<file path="config.mk">
export PLATFORM = sky130hd
export DESIGN_NAME = rlsc_state_ctrl
export DESIGN_NICKNAME = d
export VERILOG_FILES = /design/src/logic/rlsc_pkg.sv /design/src/logic/rlsc_uart_rx.sv /design/src/logic/rlsc_state_ctrl.sv
export SDC_FILE = /design/constraint.sdc
export NUM_CORES = 1
export LEC_CHECK = 0
export ABC_CLOCK_PERIOD_IN_PS = 5850
export BUFFER_PORTS_ARGS = -buffer_cell sky130_fd_sc_hd__buf_2
export CORE_MARGIN = 2
export CORE_UTILIZATION = 42
export DETAILED_ROUTE_END_ITERATION = 6
export HOLD_SLACK_MARGIN = 0.03
export PLACE_DENSITY = 0.71
export SLEW_MARGIN = 20
export SYNTH_ARGS = -nofsm -noshare
export SYNTH_HDL_FRONTEND = slang
export SYNTH_SLANG_ARGS = --single-unit
</file>
<file path="constraint.sdc">
create_clock -name clk_sys -period 5.85 [get_ports clk_sys]
set_input_delay 0.585 -clock clk_sys [delete_from_list [all_inputs] [get_ports clk_sys]]
set_output_delay 0.585 -clock clk_sys [all_outputs]
set_load 0.03 [all_outputs]
</file>
<file path="src/logic/rlsc_pkg.sv">
`default_nettype none
package rlsc_pkg;
    // serial framing is fixed; the bit time defaults from these but the BIT_CYC parameter overrides it
    localparam int CLK_HZ = 100_000_000;
    localparam int BAUD_RATE = 9600;
    localparam int DATA_BITS = 8;
    localparam int STOP_BITS = 1;
    localparam int BIT_CYC_DEF = CLK_HZ / BAUD_RATE;
    localparam int CNT_W = 16;
    localparam int BIT_IDX_W = 3;

    localparam int CH_W = 7;
    localparam int KW_CHARS = 8;
    localparam int KW_W = CH_W * KW_CHARS;
    localparam int LEN_W = 4;
    localparam int ADDR_W = 5;
    localparam int KEY_W = 5;

    localparam logic [CH_W-1:0] CH_SEMI = 7'h3b;
    localparam logic [CH_W-1:0] CH_CR = 7'h0d;
    localparam logic [CH_W-1:0] CH_LF = 7'h0a;
    localparam logic [CH_W-1:0] CH_SP = 7'h20;
    localparam logic [CH_W-1:0] CH_TAB = 7'h09;
    localparam logic [CH_W-1:0] CH_STAR = 7'h2a;
    localparam logic [CH_W-1:0] CH_QM = 7'h3f;
    localparam logic [CH_W-1:0] CH_LOW_A = 7'h61;
    localparam logic [CH_W-1:0] CH_LOW_Z = 7'h7a;
    localparam logic [CH_W-1:0] CASE_BIT = 7'h20;

    localparam logic [CH_W-1:0] MSG_GTL = 7'h01;
    localparam logic [CH_W-1:0] MSG_LLO = 7'h11;
    localparam logic [CH_W-1:0] MSG_UNL = 7'h3f;
    localparam logic [CH_W-1:0] MLA_BASE = 7'h20;

    localparam logic [KEY_W-1:0] KEY_LOCAL = 5'h0b;

    localparam logic [KW_W-1:0] KW_REMOTE =
        {7'h52, 7'h45, 7'h4d, 7'h4f, 7'h54, 7'h45, 7'h00, 7'h00};
    localparam logic [KW_W-1:0] KW_LOCAL =
        {7'h4c, 7'h4f, 7'h43, 7'h41, 7'h4c, 7'h00, 7'h00, 7'h00};
    localparam logic [KW_W-1:0] KW_LOCKOUT =
        {7'h4c, 7'h4f, 7'h43, 7'h4b, 7'h4f, 7'h55, 7'h54, 7'h00};
    localparam logic [KW_W-1:0] KW_WAI =
        {7'h2a, 7'h57, 7'h41, 7'h49, 7'h00, 7'h00, 7'h00, 7'h00};
    localparam logic [KW_W-1:0] KW_OPC =
        {7'h2a, 7'h4f, 7'h50, 7'h43, 7'h00, 7'h00, 7'h00, 7'h00};
    localparam logic [KW_W-1:0] KW_OPCQ =
        {7'h2a, 7'h4f, 7'h50, 7'h43, 7'h3f, 7'h00, 7'h00, 7'h00};
    localparam logic [KW_W-1:0] KW_IDNQ =
        {7'h2a, 7'h49, 7'h44, 7'h4e, 7'h3f, 7'h00, 7'h00, 7'h00};

    typedef enum logic [3:0] {
        OP_LOCAL = 4'h1,
        OP_LOCAL_LOCK = 4'h2,
        OP_REMOTE = 4'h4,
        OP_REMOTE_LOCK = 4'h8
    } rlsc_op_t;

    typedef enum logic [2:0] {
        PS_COLLECT = 3'h1,
        PS_ISSUE = 3'h2,
        PS_DRAIN = 3'h4
    } rlsc_ps_t;

    typedef enum logic [3:0] {
        RX_IDLE = 4'h1,
        RX_START = 4'h2,
        RX_DATA = 4'h4,
        RX_STOP = 4'h8
    } rlsc_rx_t;
endpackage : rlsc_pkg
`default_nettype wire

</file>
<file path="src/logic/rlsc_uart_rx.sv">
`timescale 1ns/1ps
`default_nettype none
module rlsc_uart_rx #(
    parameter int BIT_CYC = rlsc_pkg::BIT_CYC_DEF
) (
    input wire logic clk_sys,
    input wire logic arst_n,
    input wire logic rxd,
    output logic rx_valid,
    output logic [rlsc_pkg::DATA_BITS-1:0] rx_data
);
    import rlsc_pkg::*;

    localparam logic [CNT_W-1:0] FULL = CNT_W'(BIT_CYC - 1);
    localparam logic [CNT_W-1:0] HALF = CNT_W'(BIT_CYC / 2);
    localparam logic [BIT_IDX_W-1:0] LAST_BIT = BIT_IDX_W'(DATA_BITS - 1);

    logic rxd_meta_ff, rxd_s_ff;
    rlsc_rx_t st_ff, nxt_st;
    logic [CNT_W-1:0] cnt_ff, nxt_cnt;
    logic [BIT_IDX_W-1:0] bit_ff, nxt_bit;
    logic [DATA_BITS-1:0] sh_ff, nxt_sh, data_ff, nxt_data;
    logic valid_ff, nxt_valid;

    // 8 data bits, 1 stop bit, no parity; a bad stop bit drops the byte
    always_comb begin
        nxt_st = st_ff;
        nxt_cnt = cnt_ff;
        nxt_bit = bit_ff;
        nxt_sh = sh_ff;
        nxt_data = data_ff;
        nxt_valid = 1'b0;
        if (st_ff != RX_IDLE && cnt_ff != '0) begin
            nxt_cnt = cnt_ff - 1'b1;
        end else begin
            case (st_ff)
                RX_IDLE: begin
                    if (!rxd_s_ff) begin
                        nxt_st = RX_START;
                        nxt_cnt = HALF;
                    end
                end
                RX_START: begin
                    nxt_st = rxd_s_ff ? RX_IDLE : RX_DATA;
                    nxt_cnt = FULL;
                    nxt_bit = '0;
                end
                RX_DATA: begin
                    nxt_sh = {rxd_s_ff, sh_ff[DATA_BITS-1:1]};
                    nxt_cnt = FULL;
                    nxt_bit = bit_ff + 1'b1;
                    if (bit_ff == LAST_BIT) begin
                        nxt_st = RX_STOP;
                    end
                end
                RX_STOP: begin
                    nxt_st = RX_IDLE;
                    if (rxd_s_ff) begin
                        nxt_valid = 1'b1;
                        nxt_data = sh_ff;
                    end
                end
                default: nxt_st = RX_IDLE;
            endcase
        end
    end

    always_ff @(posedge clk_sys or negedge arst_n) begin
        if (!arst_n) begin
            rxd_meta_ff <= 1'b1;
            rxd_s_ff <= 1'b1;
            st_ff <= RX_IDLE;
            cnt_ff <= '0;
            bit_ff <= '0;
            sh_ff <= '0;
            data_ff <= '0;
            valid_ff <= 1'b0;
        end else begin
            rxd_meta_ff <= rxd;
            rxd_s_ff <= rxd_meta_ff;
            st_ff <= nxt_st;
            cnt_ff <= nxt_cnt;
            bit_ff <= nxt_bit;
            sh_ff <= nxt_sh;
            data_ff <= nxt_data;
            valid_ff <= nxt_valid;
        end
    end

    assign rx_valid = valid_ff;
    assign rx_data = data_ff;
endmodule : rlsc_uart_rx
`default_nettype wire

</file>
<file path="src/logic/rlsc_state_ctrl.sv">
// Behaviour
// - four states: local or remote, each with or without lockout
// - local state passes all panel keys and runs every remote command
// - local-with-lockout acts as local but remote entry gives remote-with-lockout
// - serial remote or bus remote-enable enters remote and lights remote indicator
// - plain remote ignores all keys except the minus (local) key
// - local key, serial local or bus go-to-local return remote to local
// - serial lockout or bus lockout turns remote into remote-with-lockout, all keys ignored; from local it gives local-with-lockout
// - serial local or go-to-local moves remote-with-lockout to local-with-lockout
// - bus carries remote, local, lockout only as interface messages
// - serial text emulates only go-to-local, go-to-remote and lockout
// - keywords are case-insensitive
// - leading asterisk marks a common command, accepted on both ports
// - identification query requests the identification string
// - trailing question mark marks a query for the reply path
// - bus bytes with attention true are interface messages, else commands
// - semicolons split a line; commands issue in order
// - wait command holds later commands until overlapped work is done
// - operation-complete reports when all overlapped work is done
// - sequential commands finish before the next one issues
// - serial port defaults to 9600 baud (BIT_CYC parameter overrides it), 8 data, 1 stop, no parity
`timescale 1ns/1ps
`default_nettype none
module rlsc_state_ctrl #(
    parameter int BIT_CYC = rlsc_pkg::BIT_CYC_DEF
) (
    input wire logic clk_sys,
    input wire logic arst_n,
    input wire logic ren_pin,
    input wire logic [7:0] gpib_byte,
    input wire logic gpib_atn,
    input wire logic gpib_eoi,
    input wire logic gpib_valid,
    output logic gpib_ready,
    input wire logic [rlsc_pkg::ADDR_W-1:0] my_addr,
    input wire logic ser_rxd,
    output logic xoff_req,
    input wire logic key_valid,
    input wire logic [rlsc_pkg::KEY_W-1:0] key_code,
    output logic panel_valid,
    output logic [rlsc_pkg::KEY_W-1:0] panel_code,
    output logic cmd_valid,
    input wire logic cmd_ready,
    output logic [rlsc_pkg::KW_W-1:0] cmd_word,
    output logic cmd_common,
    output logic cmd_query,
    output logic cmd_serial,
    input wire logic ovl_busy,
    output logic idn_req,
    output logic opc_done,
    output logic opc_query,
    output logic [3:0] op_state,
    output logic remote_indicator
);
    import rlsc_pkg::*;

    logic rx_valid;
    logic [DATA_BITS-1:0] rx_data;

    rlsc_uart_rx #(.BIT_CYC(BIT_CYC)) u_rx (
        .clk_sys(clk_sys),
        .arst_n(arst_n),
        .rxd(ser_rxd),
        .rx_valid(rx_valid),
        .rx_data(rx_data)
    );

    // remote-enable is a bus pin: two flops before any logic reads it
    logic ren_meta_ff, ren_s_ff, ren_prev_ff;
    logic ren_rise, ren_fall;
    assign ren_rise = ren_s_ff & ~ren_prev_ff;
    assign ren_fall = ~ren_s_ff & ren_prev_ff;

    // interface messages: attention true, upper data bit ignored
    logic atn_msg, mla_ev, gtl_ev, llo_ev, unl_ev;
    logic listen_ff, nxt_listen;
    assign atn_msg = gpib_valid & gpib_atn;
    assign mla_ev = atn_msg & (gpib_byte[CH_W-1:0] == (MLA_BASE | CH_W'(my_addr)));
    assign unl_ev = atn_msg & (gpib_byte[CH_W-1:0] == MSG_UNL);
    assign gtl_ev = atn_msg & listen_ff & (gpib_byte[CH_W-1:0] == MSG_GTL);
    assign llo_ev = atn_msg & (gpib_byte[CH_W-1:0] == MSG_LLO);
    assign nxt_listen = mla_ev | (listen_ff & ~unl_ev);

    // parser state
    rlsc_ps_t ps_ff, nxt_ps;
    logic [KW_W-1:0] kw_ff, nxt_kw, word_f;
    logic [LEN_W-1:0] len_ff, nxt_len, len_f;
    logic kw_done_ff, nxt_kw_done, qm_ff, nxt_qm, qm_f;
    logic opc_pend_ff, nxt_opc_pend, opcq_pend_ff, nxt_opcq_pend;
    logic [KW_W-1:0] cw_ff, nxt_cw;
    logic cc_ff, nxt_cc, cq_ff, nxt_cq, cs_ff, nxt_cs;
    logic idn_ff, nxt_idn, opcd_ff, nxt_opcd, opcq_ff, nxt_opcq;
    logic ser_remote, ser_local, ser_lockout;

    // byte source: serial wins; bus is held off by its ready line
    logic bus_data, ch_valid, src_ser, end_ch, eoi_end, sep_ch, take;
    logic [CH_W-1:0] ch_raw, ch;
    assign gpib_ready = gpib_atn | ((ps_ff == PS_COLLECT) & ~rx_valid);
    assign bus_data = gpib_valid & ~gpib_atn & gpib_ready;
    assign src_ser = rx_valid;
    // serial bytes arriving outside collect are lost; xoff tells the host to pause
    assign ch_valid = (rx_valid | bus_data) & (ps_ff == PS_COLLECT);
    assign ch_raw = src_ser ? rx_data[CH_W-1:0] : gpib_byte[CH_W-1:0];
    assign ch = (ch_raw >= CH_LOW_A && ch_raw <= CH_LOW_Z) ? (ch_raw & ~CASE_BIT)
                                                            : ch_raw;
    assign end_ch = (ch == CH_SEMI) | (ch == CH_CR) | (src_ser & (ch == CH_LF));
    assign eoi_end = ~src_ser & gpib_eoi;
    assign sep_ch = (ch == CH_SP) | (ch == CH_TAB);
    assign take = ~end_ch & ~sep_ch & ~kw_done_ff & (len_ff < LEN_W'(KW_CHARS));
    assign xoff_req = (ps_ff != PS_COLLECT);

    function automatic logic [KW_W-1:0] kw_put(input logic [KW_W-1:0] kw,
                                              input logic [LEN_W-1:0] len,
                                              input logic [CH_W-1:0] c);
        logic [KW_W-1:0] r;
        r = kw;
        r[(KW_CHARS - 1 - int'(len)) * CH_W +: CH_W] = c;
        return r;
    endfunction : kw_put

    always_comb begin
        word_f = (ch_valid & take) ? kw_put(kw_ff, len_ff, ch) : kw_ff;
        len_f = (ch_valid & take) ? len_ff + 1'b1 : len_ff;
        qm_f = (ch_valid & take) ? (ch == CH_QM) : qm_ff;
        nxt_ps = ps_ff;
        nxt_kw = kw_ff;
        nxt_len = len_ff;
        nxt_kw_done = kw_done_ff;
        nxt_qm = qm_f;
        nxt_opc_pend = opc_pend_ff;
        nxt_opcq_pend = opcq_pend_ff;
        nxt_cw = cw_ff;
        nxt_cc = cc_ff;
        nxt_cq = cq_ff;
        nxt_cs = cs_ff;
        nxt_idn = 1'b0;
        nxt_opcd = 1'b0;
        nxt_opcq = 1'b0;
        ser_remote = 1'b0;
        ser_local = 1'b0;
        ser_lockout = 1'b0;
        case (ps_ff)
            PS_COLLECT: begin
                if (ch_valid && (end_ch || eoi_end)) begin
                    nxt_kw = '0;
                    nxt_len = '0;
                    nxt_kw_done = 1'b0;
                    nxt_qm = 1'b0;
                    if (len_f != '0) begin
                        // text forms of remote control exist on serial only
                        if (src_ser && word_f == KW_REMOTE) begin
                            ser_remote = 1'b1;
                        end else if (src_ser && word_f == KW_LOCAL) begin
                            ser_local = 1'b1;
                        end else if (src_ser && word_f == KW_LOCKOUT) begin
                            ser_lockout = 1'b1;
                        end else if (word_f == KW_WAI || word_f == KW_OPC
                                     || word_f == KW_OPCQ) begin
                            nxt_ps = PS_DRAIN;
                            nxt_opc_pend = (word_f != KW_WAI);
                            nxt_opcq_pend = (word_f == KW_OPCQ);
                        end else begin
                            nxt_ps = PS_ISSUE;
                            nxt_cw = word_f;
                            nxt_cc = (word_f[KW_W-1 -: CH_W] == CH_STAR);
                            nxt_cq = qm_f;
                            nxt_cs = src_ser;
                        end
                    end
                end else if (ch_valid && sep_ch) begin
                    nxt_kw_done = (len_ff != '0);
                end else if (ch_valid && take) begin
                    nxt_kw = word_f;
                    nxt_len = len_f;
                end
            end
            PS_ISSUE: begin
                // sequential: the next command waits for the executor
                if (cmd_ready) begin
                    nxt_ps = PS_COLLECT;
                    nxt_idn = (cw_ff == KW_IDNQ);
                end
            end
            PS_DRAIN: begin
                if (!ovl_busy) begin
                    nxt_ps = PS_COLLECT;
                    nxt_opcd = opc_pend_ff;
                    nxt_opcq = opcq_pend_ff;
                end
            end
            default: nxt_ps = PS_COLLECT;
        endcase
    end

    // operating state
    rlsc_op_t op_ff, nxt_op;
    logic ev_remote, ev_local, ev_lock, local_key;
    logic pv_ff, nxt_pv, ri_ff, nxt_ri;
    logic [KEY_W-1:0] pc_ff, nxt_pc;
    assign ev_remote = ser_remote | ren_rise | (mla_ev & ren_s_ff);
    assign ev_local = ser_local | gtl_ev;
    assign ev_lock = ser_lockout | llo_ev;
    assign local_key = key_valid & (key_code == KEY_LOCAL);

    always_comb begin
        nxt_op = op_ff;
        case (op_ff)
            OP_LOCAL: begin
                if (ev_remote) begin
                    nxt_op = OP_REMOTE;
                end else if (ev_lock) begin
                    nxt_op = OP_LOCAL_LOCK;
                end
            end
            OP_LOCAL_LOCK: begin
                if (ev_remote) begin
                    nxt_op = OP_REMOTE_LOCK;
                end else if (ser_local) begin
                    nxt_op = OP_LOCAL;
                end
            end
            OP_REMOTE: begin
                if (local_key || ev_local) begin
                    nxt_op = OP_LOCAL;
                end else if (ev_lock) begin
                    nxt_op = OP_REMOTE_LOCK;
                end
            end
            OP_REMOTE_LOCK: begin
                if (ev_local) begin
                    nxt_op = OP_LOCAL_LOCK;
                end
            end
            default: nxt_op = OP_LOCAL;
        endcase
        if (ren_fall) begin
            nxt_op = OP_LOCAL;
        end
        // keys pass only in the local states; remote swallows the local key
        nxt_pv = key_valid & (op_ff == OP_LOCAL || op_ff == OP_LOCAL_LOCK);
        nxt_pc = key_valid ? key_code : pc_ff;
        nxt_ri = (nxt_op == OP_REMOTE) || (nxt_op == OP_REMOTE_LOCK);
    end

    always_ff @(posedge clk_sys or negedge arst_n) begin
        if (!arst_n) begin
            ren_meta_ff <= 1'b0;
            ren_s_ff <= 1'b0;
            ren_prev_ff <= 1'b0;
            listen_ff <= 1'b0;
            op_ff <= OP_LOCAL;
            pv_ff <= 1'b0;
            pc_ff <= '0;
            ri_ff <= 1'b0;
            ps_ff <= PS_COLLECT;
            kw_ff <= '0;
            len_ff <= '0;
            kw_done_ff <= 1'b0;
            qm_ff <= 1'b0;
            opc_pend_ff <= 1'b0;
            opcq_pend_ff <= 1'b0;
            cw_ff <= '0;
            cc_ff <= 1'b0;
            cq_ff <= 1'b0;
            cs_ff <= 1'b0;
            idn_ff <= 1'b0;
            opcd_ff <= 1'b0;
            opcq_ff <= 1'b0;
        end else begin
            ren_meta_ff <= ren_pin;
            ren_s_ff <= ren_meta_ff;
            ren_prev_ff <= ren_s_ff;
            listen_ff <= nxt_listen;
            op_ff <= nxt_op;
            pv_ff <= nxt_pv;
            pc_ff <= nxt_pc;
            ri_ff <= nxt_ri;
            ps_ff <= nxt_ps;
            kw_ff <= nxt_kw;
            len_ff <= nxt_len;
            kw_done_ff <= nxt_kw_done;
            qm_ff <= nxt_qm;
            opc_pend_ff <= nxt_opc_pend;
            opcq_pend_ff <= nxt_opcq_pend;
            cw_ff <= nxt_cw;
            cc_ff <= nxt_cc;
            cq_ff <= nxt_cq;
            cs_ff <= nxt_cs;
            idn_ff <= nxt_idn;
            opcd_ff <= nxt_opcd;
            opcq_ff <= nxt_opcq;
        end
    end

    assign panel_valid = pv_ff;
    assign panel_code = pc_ff;
    assign remote_indicator = ri_ff;
    assign op_state = op_ff;
    assign cmd_valid = (ps_ff == PS_ISSUE);
    assign cmd_word = cw_ff;
    assign cmd_common = cc_ff;
    assign cmd_query = cq_ff;
    assign cmd_serial = cs_ff;
    assign idn_req = idn_ff;
    assign opc_done = opcd_ff;
    assign opc_query = opcq_ff;

    a_local_keys_pass: assert property (@(posedge clk_sys) disable iff (!arst_n)
        (op_ff == OP_LOCAL || op_ff == OP_LOCAL_LOCK) && key_valid
        |=> panel_valid && panel_code == $past(key_code))
        else $error("panel key lost in a local state");
    a_remote_keys_drop: assert property (@(posedge clk_sys) disable iff (!arst_n)
        op_ff == OP_REMOTE && key_valid |=> !panel_valid)
        else $error("panel key passed in remote");
    a_local_key_back: assert property (@(posedge clk_sys) disable iff (!arst_n)
        op_ff == OP_REMOTE && local_key |=> op_ff == OP_LOCAL && !remote_indicator)
        else $error("local key did not return to local");
    a_lock_keys_drop: assert property (@(posedge clk_sys) disable iff (!arst_n)
        op_ff == OP_REMOTE_LOCK && key_valid |=> !panel_valid && remote_indicator)
        else $error("panel key passed under lockout");
    a_lock_gtl_step: assert property (@(posedge clk_sys) disable iff (!arst_n)
        op_ff == OP_REMOTE_LOCK && gtl_ev && !ren_fall |=> op_ff == OP_LOCAL_LOCK)
        else $error("go-to-local under lockout took the wrong state");
    a_ren_drop_local: assert property (@(posedge clk_sys) disable iff (!arst_n)
        $fell(ren_s_ff) |=> op_ff == OP_LOCAL && !remote_indicator)
        else $error("remote-enable release did not reach local");
    a_llo_in_local: assert property (@(posedge clk_sys) disable iff (!arst_n)
        op_ff == OP_LOCAL && llo_ev && !ev_remote && !ren_fall
        |=> op_ff == OP_LOCAL_LOCK && !remote_indicator)
        else $error("lockout in local entered remote");
    a_wai_holds: assert property (@(posedge clk_sys) disable iff (!arst_n)
        ps_ff == PS_DRAIN && ovl_busy |=> ps_ff == PS_DRAIN && !cmd_valid)
        else $error("command issued while overlapped work pending");
    a_opc_after_idle: assert property (@(posedge clk_sys) disable iff (!arst_n)
        opc_done |-> $past(ovl_busy) == 1'b0 && $past(ps_ff) == PS_DRAIN)
        else $error("operation complete reported early");
    a_issue_holds: assert property (@(posedge clk_sys) disable iff (!arst_n)
        cmd_valid && !cmd_ready |=> cmd_valid && $stable(cmd_word))
        else $error("issued command dropped before acceptance");
endmodule : rlsc_state_ctrl
`default_nettype wire

</file>
==> flow_summary.yaml <==
detailed_routing:
  drtIter0Drc: 1169
  vias: 12172
  wl_per_cell_um: 23.4
  dr.pass1.iters: 5
  drc: 0
  vias_per_cell: 6.11
  ant_nets: 0
  wl_um: 46700
synth:
  synthCells: 1274
  async_flop_share_pct: 100
  synthTopCellsByCount: "180 x dfrtp_1, 104 x nor2_1, 96 x nand2_1"
  synth-seq-cells: 185
  yosys.area_share.simple_pct: 23.2
  synth_adder_area_share_pct: 2.44
  yosysWarningCount: 0
  yosysMostFrequentCell: "dfrtp_1"
  synth_mux_area_share_pct: 14.1
  synth_nets: 1323
  netlist_area_um2: 12000
  synth_edf_count: 0
  syn_avg_cell_area_um2: 9.43
  ys_types: 85
  synthXorXnorAreaFrac_pct: 1.02
  synth_top_area_share_pct: 37.5
  synth_top_family_by_area: "simple AND/OR/NAND/NOR gates"
  synth.largest_area_cell: "dfrtp_1"
  yosysSeqAreaShare_pct: 38.6
  synth_top_cells_by_area: "dfrtp_1 38%, mux2_4 4.9%, mux2_2 4.5%, mux2i_1 4.2%, nor2_1 3.3%"
  synthFlopType: "dfrtp_1"
  synth_compound_area_share_pct: 16.4
critical_path:
  timing.critical_path.fanout_max: 8
  crit_type: "reg2reg"
  startpoint_type: "flop"
  arrival_ns: 6.59
  crit_required_ns: 6.19
  critPathCaptureType: "flop"
  r2r_slack_ns: -0.40
run:
  maxCapViolCount: 0
timing:
  timing.final.crit_share_pct: 107
  finalHoldViolCount: 0
  layout_min_cycle_time_ns: 6.25
  setup_ws_ns: -0.397
  drv_slew: 0
  clock.fmax_mhz: 160
  setup_viol: 66
  slew_headroom_pct: 28.0
  tightest_slew_ns: 1.05
  skew_ns: 0.0176
  rsz0062_at_grt: "yes"
place:
  gp_congestion: 0.995
  dp_slack_ns: -0.350
  portBuffers: 102
  dp_hpwl_um: 34700
floorplan:
  dieArea_um2: 30000
  floorplan.initialDensity_pct: 43.0
  io_pins: 104
  die_x_um: 173
  coreArea_um2: 27900
  num_rows: 61
  die_h_um: 173
cts:
  clk_latency_ns: 0.46
  cts_buffer_depth: 2
  cts_tree: "built"
  cts_hold_buf: 0
  clk_pin_slew_worst_paths_ns: 0.07
  cts.sinks: 185
  numCtsBuffers: 17
  h-tree-depth: 4
  cts_root_buf: "clkbuf_16"
global_route:
  grt_usage_pct: 30.2
  grt_start_max_net_pins: 70
  grt_first_pass_wirelength_um: 69600
  grt.overflow.total: 0
  grt_pass1_vias: 11720
  antenna_found_initial: 0
min_path:
  hold_class: "in2async"
cells_and_area:
  layout.nets: 1650
  area_growth_syn_to_layout_pct: 33.5
  n_fill_cell: 2431
  diodes: 0
  drive_gt1_share_pct: 37.2
outcome:
  failed_checks: "setup timing"
  status: "complete, but fails checks"
per-layer routing:
layer | part of all wire [%] | track usage, %
met3 | 8.9 | 6.31
met4 | 4.2 | 13.0
met5 | 0 | 0
met2 | 45 | 46.3
met1 | 42 | 41.5
cell type report:
type                       instances  area [µm²]  area share [%]
inverter                          50         190            1.19
sequential                       185        4640            28.9
timing repair buffer             377        2740            17.1
clock inverter                    14         176            1.10
clock buffer                      18         429            2.68
multi-input combinational        970        7390            46.1
tap                              378         473            2.95
critical path: stages, from the launching register on:
cell	delay, ns
dfrtp_1	0.42
fa_1	0.54
inv_2	0.05
ha_4	0.26
inv_2	0.04
ha_4	0.15
fa_2	0.36
buf_4	0.15
xor2_1	0.13
buf_4	0.17
buf_4	0.14
nor4_1	0.34
o211ai_1	0.22
o41ai_2	0.29
o41ai_2	0.19
a2111oi_4	0.39
or4b_4	0.52
or4_4	0.52
o21bai_2	0.23
a211oi_4	0.30
nor3_4	0.13
bufbuf_16	0.31
mux2_4	0.30
timing repair:
action / 4_1_cts / 5_1_grt
pin swaps: 12 / 12
setup endpoints to repair: 68 / 69
gates cloned: 2 / 1
gates resized for setup: 42 / 57
setup buffers: 6 / 14
worst paths after layout:
path / from / to / cells after the start
max: len_ff[1]$_DFFE_PN0P_ / cmd_word[24]$_DFFE_PN0P_ / 22
min: arst_n / op_state[3]$_DFF_PN0_ / 1
max reg2reg: len_ff[1]$_DFFE_PN0P_ / cmd_word[24]$_DFFE_PN0P_ / 22
min reg2reg: u_rx.rxd_meta_ff$_DFF_PN1_ / u_rx.rxd_s_ff$_DFF_PN1_ / 0
max in group asynchronous: arst_n / kw_ff[17]$_DFFE_PN0P_ / 2
min in group clk_sys: ser_rxd / u_rx.rxd_meta_ff$_DFF_PN1_ / 1
registers in the layout, indices dropped and copies added (netlist names), 3 cells and up:
signal / count
u_rx.st_ff: 4
u_rx.cnt_ff: 16
u_rx.sh_ff: 8
len_ff: 4
panel_code: 5
cmd_word: 56
u_rx.bit_ff: 3
kw_ff: 56
u_rx.rx_data: 7
op_state: 4
ps_ff: 3
stage by stage:
stage                     instance area, µm²  util [%]  std cells  hold slack (ns)  TNS [ns]
after floorplan                        12100         -       1274            0.289         0
after global placement                 14700      52.6       1938            0.344    -16.29
after detailed placement               14700      52.6       1938            0.346    -18.13
after CTS                              15700      56.0       1978           0.0941    -13.38
after global routing                   16000      57.4       1992            0.131    -31.54
final                                  16000      57.4       1992           0.0847    -18.18
logic make-up (layout without fill, tap and decap cells):
family                     after synthesis  after routing
muxes                                  140            140
adders and majority gates               21             21
and+or+nand+nor                        519            519
DFF                                    185            185
buffers and inverters                  119            459
AOI/OAI and AO/OA                      276            276
xor gates and xnor gates                14             14
layout by cell type, fill, tap and decap left out, types with 19 or more instances in the layout:
master / n
mux2i_1: 50
mux2_2: 46
nor3_1: 34
dfrtp_1: 180
a21oi_1: 50
nor2_1: 102
buf_2: 101
inv_1: 46
and2_1: 39
nand3_1: 42
buf_4: 253
o21ai_0: 39
nand2_1: 95
nand4_1: 38
nor4_1: 19
mux2_4: 41
Power is not shown: default switching activity piles up to over one toggle a cycle in this logic, so the estimate is an artifact.
